**config.mk**
```make
export PLATFORM = sky130hd
export DESIGN_NAME = lcst_top
export DESIGN_NICKNAME = d
export VERILOG_FILES = /design/src/common/lcst_pkg.sv /design/src/lcst_seg_latch.sv /design/src/lcst_top.sv
export VERILOG_INCLUDE_DIRS = /design/src /design/src/common
export SDC_FILE = /design/constraint.sdc
export NUM_CORES = 1
export LEC_CHECK = 0
export BUFFER_PORTS_ARGS = -buffer_cell sky130_fd_sc_hd__buf_2
export CAP_MARGIN = 15
export CORE_MARGIN = 2
export CORE_UTILIZATION = 28
export CTS_CLUSTER_SIZE = 16
export DETAILED_ROUTE_END_ITERATION = 10
export GPL_ROUTABILITY_DRIVEN = 1
export SLEW_MARGIN = 20
export SYNTH_ARGS = -nofsm -noshare
export SYNTH_HDL_FRONTEND = slang
export SYNTH_SLANG_ARGS = --single-unit
```
**constraint.sdc**
```tcl
create_clock -name pclk -period 2 [get_ports pclk]
set_input_delay 0.2 -clock pclk [delete_from_list [all_inputs] [get_ports pclk]]
set_output_delay 0.2 -clock pclk [all_outputs]
set_load 0.02 [all_outputs]
```
**src/common/lcst_defs.svh**
```systemverilog
// Constants for the LCD common/segment timing block.
// Assumes inclusion by bare name from package and design files.
`ifndef LCST_DEFS_SVH
`define LCST_DEFS_SVH

// Register word indices; byte address is four times the index
`define LCST_IDX_ENABLE   10'h06a
`define LCST_IDX_SEG_BASE 10'h060
`define LCST_SEG_COUNT    9
`define LCST_SEG_IDX_W    4
`define LCST_SEG_LAST     4'h8

// Enable register layout and reset value
`define LCST_EN_W         4
`define LCST_EN_ON_BIT    3
`define LCST_EN_TONE_BIT  2
`define LCST_EN_DHI_BIT   1
`define LCST_EN_DLO_BIT   0
`define LCST_EN_RESET     4'h0

// Frame timing: 62.5 Hz frame is 16 ms, eight phase slots per frame
`define LCST_FRAME_NS     64'd16000000
`define LCST_CLK_PS       64'd4000
`define LCST_SLOTS        64'd8
`define LCST_CNT_W        20
`define LCST_SLOT_W       3

// Drive level codes on the common outputs
`define LCST_LVL_GND      2'h0
`define LCST_LVL_MID      2'h1
`define LCST_LVL_SUP      2'h2

`endif

```
**src/common/lcst_pkg.sv**
```systemverilog
// Types shared by the LCD timing block files.
// Assumes lcst_defs.svh is on the include path.
package lcst_pkg;
`include "lcst_defs.svh"
   // Three-level common drive code
   typedef logic [1:0] lcst_level_t;
   // One segment pin's four segment bits, bit k pairs with common k
   typedef logic [3:0] lcst_nib_t;
   // Scan mode of the drive outputs
   typedef enum logic {LCST_BLANK, LCST_SCAN} lcst_mode_t;
endpackage

```
**src/lcst_seg_latch.sv**
```systemverilog
// Segment data latch: nine nibbles, one per segment pin.
// Assumes one write port and one registered read port, same clock.
`timescale 1ns/1ps
`include "lcst_defs.svh"
module lcst_seg_latch (
   // Clock and reset
   input  wire logic                          pclk,
   input  wire logic                          presetn,
   // Write port
   input  wire logic                          wr_en,
   input  wire logic [`LCST_SEG_IDX_W-1:0]    wr_idx,
   input  wire lcst_pkg::lcst_nib_t           wr_data,
   // Read port, data one cycle after the index
   input  wire logic [`LCST_SEG_IDX_W-1:0]    rd_idx,
   output lcst_pkg::lcst_nib_t                rd_data_q,
   // All nibbles at once for the waveform generator
   output logic [`LCST_SEG_COUNT*4-1:0]       all_q
);
   import lcst_pkg::*;

   lcst_nib_t mem_q [`LCST_SEG_COUNT];

   // One latch entry per segment pin
   genvar g;
   generate
      for (g = 0; g < `LCST_SEG_COUNT; g++) begin : g_ent
         always_ff @(posedge pclk or negedge presetn) begin
            if (!presetn) begin
               mem_q[g] <= 4'h0;
            end else if (wr_en && wr_idx == `LCST_SEG_IDX_W'(g)) begin
               mem_q[g] <= wr_data;
            end
         end
         assign all_q[g*4 +: 4] = mem_q[g];
      end
   endgenerate

   // Registered read; out-of-range index reads zero
   always_ff @(posedge pclk or negedge presetn) begin
      if (!presetn) begin
         rd_data_q <= 4'h0;
      end else begin
         rd_data_q <= (rd_idx <= `LCST_SEG_LAST) ? mem_q[rd_idx] : 4'h0;
      end
   end
endmodule

```
**src/lcst_top.sv**
```systemverilog
// LCD common and segment drive timing with an APB register slave.
// Assumes an APB master on pclk and a passive 4-common glass panel.
`timescale 1ns/1ps
`include "lcst_defs.svh"
module lcst_top #(
   parameter int unsigned SLOT_CYCLES =
      int'(`LCST_FRAME_NS * 64'd1000 / `LCST_CLK_PS / `LCST_SLOTS)
) (
   // Clock and reset
   input  wire logic                       pclk,
   input  wire logic                       presetn,
   // APB slave
   input  wire logic                       psel,
   input  wire logic                       penable,
   input  wire logic                       pwrite,
   input  wire logic [11:0]                paddr,
   input  wire logic [31:0]                pwdata,
   input  wire logic [3:0]                 pstrb,
   output logic [31:0]                     prdata_q,
   output logic                            pready_q,
   output logic                            pslverr_q,
   // Common drive level codes
   output lcst_pkg::lcst_level_t           common_drive_0_q,
   output lcst_pkg::lcst_level_t           common_drive_1_q,
   output lcst_pkg::lcst_level_t           common_drive_2_q,
   output lcst_pkg::lcst_level_t           common_drive_3_q,
   // Segment drives, 0 ground, 1 supply
   output logic [`LCST_SEG_COUNT-1:0]      segment_drive_q,
   // Enable register side bits
   output logic                            tone_output_select_q,
   output logic                            port_group_dir_hi_q,
   output logic                            port_group_dir_lo_q
);
   import lcst_pkg::*;

   logic [`LCST_EN_W-1:0]           en_q;
   logic [`LCST_CNT_W-1:0]          slot_cnt_q;
   logic [`LCST_SLOT_W-1:0]         slot_q;
   logic [`LCST_SEG_COUNT*4-1:0]    seg_all;
   lcst_nib_t                       seg_rd;
   lcst_level_t                     com_d [4];
   logic [`LCST_SEG_COUNT-1:0]      seg_d;
   lcst_mode_t                      mode;

   // Address decode; only word-aligned addresses map
   wire [9:0] idx      = paddr[11:2];
   wire       aligned  = (paddr[1:0] == 2'h0);
   wire       hit_en   = aligned && (idx == `LCST_IDX_ENABLE);
   wire [9:0] seg_off  = idx - `LCST_IDX_SEG_BASE;
   wire       hit_seg  = aligned && (idx >= `LCST_IDX_SEG_BASE) &&
                         (seg_off < 10'(`LCST_SEG_COUNT));
   wire       mapped   = hit_en || hit_seg;
   wire       acc_done = psel && penable && pready_q;
   wire       acc_wr   = acc_done && pwrite && pstrb[0];
   wire       wr_en    = acc_wr && hit_en;
   wire       wr_seg   = acc_wr && hit_seg;
   wire       ans_now  = psel && penable && !pready_q;

   // Read data selection, enable bits sit in the low nibble
   wire [31:0] rd_mux = hit_en  ? {28'h0, en_q} :
                        hit_seg ? {28'h0, seg_rd} : 32'h0;

   // Segment data latch with registered read
   lcst_seg_latch u_latch (
      .pclk      (pclk),
      .presetn   (presetn),
      .wr_en     (wr_seg),
      .wr_idx    (seg_off[`LCST_SEG_IDX_W-1:0]),
      .wr_data   (pwdata[3:0]),
      .rd_idx    (seg_off[`LCST_SEG_IDX_W-1:0]),
      .rd_data_q (seg_rd),
      .all_q     (seg_all)
   );

   // APB answer: one wait state so the latch read can settle
   always_ff @(posedge pclk or negedge presetn) begin
      if (!presetn) begin
         pready_q  <= 1'b0;
         pslverr_q <= 1'b0;
         prdata_q  <= 32'h0;
      end else begin
         pready_q  <= ans_now;
         pslverr_q <= ans_now && !mapped;
         prdata_q  <= ans_now ? rd_mux : 32'h0;
      end
   end

   // Enable register; the async reset clears it, a write with pstrb[0] set loads it
   always_ff @(posedge pclk or negedge presetn) begin
      if (!presetn) begin
         en_q <= `LCST_EN_RESET;
      end else if (wr_en) begin
         en_q <= pwdata[`LCST_EN_W-1:0];
      end
   end

   assign tone_output_select_q = en_q[`LCST_EN_TONE_BIT];
   assign port_group_dir_hi_q  = en_q[`LCST_EN_DHI_BIT];
   assign port_group_dir_lo_q  = en_q[`LCST_EN_DLO_BIT];
   assign mode = en_q[`LCST_EN_ON_BIT] ? LCST_SCAN : LCST_BLANK;

   // Free-running slot divider; nothing but reset stops it, so a
   // halted core never freezes the glass at a DC level
   always_ff @(posedge pclk or negedge presetn) begin
      if (!presetn) begin
         slot_cnt_q <= '0;
         slot_q     <= '0;
      end else if (slot_cnt_q == `LCST_CNT_W'(SLOT_CYCLES - 1)) begin
         slot_cnt_q <= '0;
         slot_q     <= slot_q + 3'h1;
      end else begin
         slot_cnt_q <= slot_cnt_q + `LCST_CNT_W'(1);
      end
   end

   // Common k is selected in slot k at supply and slot k+4 at ground
   genvar k;
   generate
      for (k = 0; k < 4; k++) begin : g_com
         assign com_d[k] =
            (mode == LCST_BLANK)      ? `LCST_LVL_GND :
            (slot_q[1:0] != 2'(k))    ? `LCST_LVL_MID :
            slot_q[2]                 ? `LCST_LVL_GND : `LCST_LVL_SUP;
      end
   endgenerate

   // Segment opposes the selected common when lit, follows it if not
   genvar g;
   generate
      for (g = 0; g < `LCST_SEG_COUNT; g++) begin : g_seg
         wire lit = seg_all[g*4 + int'(slot_q[1:0])];
         assign seg_d[g] = (mode == LCST_BLANK) ? 1'b0 :
                           (lit ? slot_q[2] : !slot_q[2]);
      end
   endgenerate

   // Registered pins, low in reset and while the display is off
   always_ff @(posedge pclk or negedge presetn) begin
      if (!presetn) begin
         common_drive_0_q <= `LCST_LVL_GND;
         common_drive_1_q <= `LCST_LVL_GND;
         common_drive_2_q <= `LCST_LVL_GND;
         common_drive_3_q <= `LCST_LVL_GND;
         segment_drive_q  <= '0;
      end else begin
         common_drive_0_q <= com_d[0];
         common_drive_1_q <= com_d[1];
         common_drive_2_q <= com_d[2];
         common_drive_3_q <= com_d[3];
         segment_drive_q  <= seg_d;
      end
   end

   // Checks on the drive timing and the register file
   wire [3:0] com_sel = {common_drive_3_q != `LCST_LVL_MID,
                         common_drive_2_q != `LCST_LVL_MID,
                         common_drive_1_q != `LCST_LVL_MID,
                         common_drive_0_q != `LCST_LVL_MID};

   blank_pins_a: assert property (@(posedge pclk) disable iff (!presetn)
      !en_q[`LCST_EN_ON_BIT] |=> segment_drive_q == '0 &&
      common_drive_0_q == `LCST_LVL_GND &&
      common_drive_1_q == `LCST_LVL_GND &&
      common_drive_2_q == `LCST_LVL_GND &&
      common_drive_3_q == `LCST_LVL_GND)
      else $error("pins not blanked with display off");

   one_common_a: assert property (@(posedge pclk) disable iff (!presetn)
      en_q[`LCST_EN_ON_BIT] |=> $onehot(com_sel))
      else $error("not exactly one common selected while on");

   enable_write_a: assert property (@(posedge pclk) disable iff (!presetn)
      wr_en |=> en_q == $past(pwdata[3:0]))
      else $error("enable register write lost");

   slot_step_a: assert property (@(posedge pclk) disable iff (!presetn)
      slot_cnt_q == `LCST_CNT_W'(SLOT_CYCLES - 1) |=>
      slot_q == $past(slot_q) + 3'h1 && slot_cnt_q == '0)
      else $error("slot did not advance at divider wrap");

   divider_bound_a: assert property (@(posedge pclk) disable iff (!presetn)
      slot_cnt_q <= `LCST_CNT_W'(SLOT_CYCLES - 1))
      else $error("slot divider out of range");

   common_phase_a: assert property (@(posedge pclk) disable iff (!presetn)
      en_q[`LCST_EN_ON_BIT] && slot_q == 3'h4 |=>
      common_drive_0_q == `LCST_LVL_GND)
      else $error("common 0 not at ground in its second slot");

   seg_pattern_a: assert property (@(posedge pclk) disable iff (!presetn)
      $past(en_q[`LCST_EN_ON_BIT]) && common_drive_0_q == `LCST_LVL_SUP |->
      segment_drive_q[0] == !$past(seg_all[0]))
      else $error("segment 0 wrong against common 0");

   reset_low_a: assert property (@(posedge pclk)
      !presetn |-> en_q == `LCST_EN_RESET && segment_drive_q == '0)
      else $error("reset did not clear display");

   free_run_a: assert property (@(posedge pclk) disable iff (!presetn)
      $changed(en_q) |-> $past(slot_cnt_q) != slot_cnt_q)
      else $error("divider stalled by register write");

   cov_on_c:   cover property (@(posedge pclk) disable iff (!presetn)
      $rose(en_q[`LCST_EN_ON_BIT]));
   cov_wrap_c: cover property (@(posedge pclk) disable iff (!presetn)
      en_q[`LCST_EN_ON_BIT] && slot_q == 3'h7 ##1 slot_q == 3'h0);
   cov_err_c:  cover property (@(posedge pclk) disable iff (!presetn)
      pready_q && pslverr_q);
endmodule

```
==> results.md <==
* Status: complete, no violations
* CORE AREA at 16,500 um2
* Arrival time at the worst endpoint at 2.07 ns
* CP startpoint kind: register
* Reg area at 2250 um2
* Initial antenna violation count at 0
* Nets at 489
* MaxCap Viol Count at 0
* Global-route wire length before repair at 16.0 mm
* Dpl hpwl at 7.31 mm
* Req. time, crit path at 2.23 ns
* Placed Instances at 637
* # H-tree levels at 3
* TritonCTS clock tree: done
* Std-Cell Rows at 47
* DR vias/cell at 4.52
* Ranking of synthesized cells by area: dfrtp_1 48%, mux4_2 8.1%, mux2_1 7.7%
* Worst-skew pair later-pin latency at 0.34 ns
* Area of the multi-input gates at 2220 um2
* Crit-path max FO at 11
* Fin Clk Skew at 0.00501 ns
* Cells after Synth at 366
* CP cell instances: mux4_2 > xnor2_1 > and2_1
* Hold path start: pwdata[3]
* Post-CTS setup buffer count at 0
* Final WL at 9.65 mm
* Root buffer cell: clkbuf_16
* Die width at 134 um
* Total global-route track usage at 11.3%
* Final Cycle Share at 92.0%
* Peak supply drop at 0.000430 V
* FFs w/ async S/R, synth at 100%
* DRC at 0
* Critical Path Max Stage Delay at 0.76 ns
* Hold Path Class: input pin to register
* Routed wire per std cell at 14.8 um
* Vias in the first global route at 3,077
* R2R Path Start: slot_q[1]
* RePlAce Congestion at 0.893
* Initial Utilization at 28.5%
* Tightest Pin Transition at 0.695 ns
* Largest net degree at the start of global routing at 35
* Non-Filler Instances at 654
* Fin. max-slew vios at 0
* CTS buffer count at 9
* Post-layout minimum cycle time at 1.84 ns
* Highest clock rate at 544 MHz
* Share of cells above drive strength 1 at 29.0%
* Fill cell count at 1,617
* Clock transition at the registers of the reported paths at 0.06 ns
* Clk sinks at 90
* Synth cell types at 54
* Main flop type after synthesis: dfrtp_1
* RSZ-0062 raised after global routing: no
* Final setup violation count at 0
* Grt ovf at 0
* Register area share after synthesis at 47.8%
* Mean post-synth cell area at 12.9 um2
* Post-synth top area share at 47.8%
* Cell area after layout at 5490 um2
* CP Capture Type: register
* Final hold slack at 0.292 ns
* Placement Cell Area at 5190 um2
* Slowest CP cell: dfrtp_1
* 1st-iter DRT viols at 241
* CP Launch Point: slot_q[1]
* Area grow syn2layout at 16.6%
* Syn Std Cell Area at 4710 um2
* I/O Buffers at 47
* Slew Limit Headroom at 53.7%
* Number of synthesized flops with an enable pin at 0
* 1st-pass router iterations at 4
* Setup TNS at 0 ns
* I/O Pins at 107
* Antenna fix cells at 0
* Total power draw at 3610 uW
* Clk buf depth at 2
* Power per cell area at 657 nW/um2
* Synth area leader: dfrtp_1
* DR vias at 2,956
* Ys Warns at 0
* Seq cells post-synth at 90
* Die Y at 134 um
* Full die area at 17,900 um2
* Pleak at 0.00260 uW
* DRT antenna net count at 0
* Crit Path Class: register to register
* Hold Vio Cnt, Final at 0
## metal layers
metal,global-route usage [%],routed length (um)
met5,0,0
met4,3.90,165
met3,2.74,377
met2,19.3,4870
met1,14.1,4240
## synthesized netlist by cell type, drive strengths merged, types with 3 or more instances
| master | number |
|---|---|
| a21oi | 3 |
| a31oi | 4 |
| a32oi | 4 |
| and2 | 14 |
| and3 | 5 |
| and4 | 5 |
| buf | 32 |
| clkbuf | 13 |
| dfrtp | 90 |
| ha | 7 |
| inv | 10 |
| mux2 | 41 |
| mux4 | 17 |
| nand2 | 10 |
| nand2b | 3 |
| nand3 | 6 |
| nand4 | 9 |
| nor2 | 14 |
| nor2b | 11 |
| nor3 | 3 |
| nor4 | 9 |
| nor4b | 3 |
| o21ai | 3 |
| o22ai | 4 |
| or3 | 3 |
| xnor2 | 19 |
| xor2 | 7 |
## path summary, 6_finish.rpt
| check | endpoint | slack, ns | cells past startpoint |
|---|---|---|---|
| setup / recovery | segment_drive_q[3] | 0.16 | 3 |
| hold / removal | u_latch.all_q[7] | 0.29 | 2 |
| setup reg to reg | segment_drive_q[3] | 0.16 | 3 |
| hold reg to reg | slot_cnt_q[19] | 0.47 | 1 |
| max in group asynchronous | segment_drive_q[4] | 1.07 | 3 |
| min in group asynchronous | slot_cnt_q[3] | 0.37 | 2 |
## repair_timing
action / in CTS / in global routing
hold buffers: 1 / 0
gates resized for setup: 0 / 1
hold endpoints to repair: 31 / 0
endpoints found under the setup margin: 0 / 1
## cell usage in the layout, fill, tap and decap left out, drive strengths merged, types with 5 or more instances in the layout
master	instances
and2	14
and3	5
and4	5
buf	69
clkbuf	11
conb	28
dfrtp	90
ha	7
inv	12
mux2	41
mux4	17
nand2	10
nand3	6
nand4	9
nor2	14
nor2b	11
nor4	9
xnor2	19
xor2	7
## where the power goes
group | total (uW) | switching, uW | internal, uW
combinational | 217 | 161 | 55.9
sequential | 1820 | 0.917 | 1820
clock | 1570 | 684 | 882
total | 3610 | 846 | 2760
## critical path, delay by kind of cell (launching register included)
| kind | cells | cell delay (ns) |
|---|---|---|
| DFF | 1 | 0.76 |
| muxes | 1 | 0.65 |
| and+or+nand+nor | 1 | 0.17 |
| xor gates and xnor gates | 1 | 0.14 |
## state kept, by name (all words and copies together), names as in the netlist
signal	count
common_drive_0_q	2
common_drive_1_q	2
common_drive_2_q	2
common_drive_3_q	2
en_q	4
prdata_q	4
pready_q	1
pslverr_q	1
segment_drive_q	9
slot_cnt_q	20
slot_q	3
u_latch.all_q	36
u_latch.rd_data_q	4
## cell families after synthesis
kind of cell / after synthesis / synth area share (%)
AO/OA/AOI/OAI: 22 / 3.13
flip-flops: 90 / 47.8
multiplexers: 59 / 18.1
adder cells (fa/ha/maj): 7 / 1.86
XOR/XNOR: 26 / 4.84
buffers and inverters: 55 / 7.36
AND/OR/NAND/NOR: 106 / 16.8
other: 1 / 0.0796
## layout make-up
class / count / share of cell area [%]
Clock inverter: 5 / 0.684
Clock buffer: 11 / 4.42
Timing Repair Buffer: 70 / 7.75
Multi-Input combinational cell: 248 / 40.4
Tap cell: 220 / 5.01
Inverter: 10 / 0.684
Sequential cell: 90 / 41.0
## metrics by stage
| step | setup WS [ns] | util, % |
|---|---|---|
| after floorplan | 0.0400 | - |
| after global placement | -0.118 | 31.4 |
| after detailed placement | -0.147 | 31.4 |
| after CTS | 0.114 | 33.2 |
| after global routing | 0.0532 | 33.2 |
| final | 0.160 | 33.2 |
(Power assumes the default switching activity.)
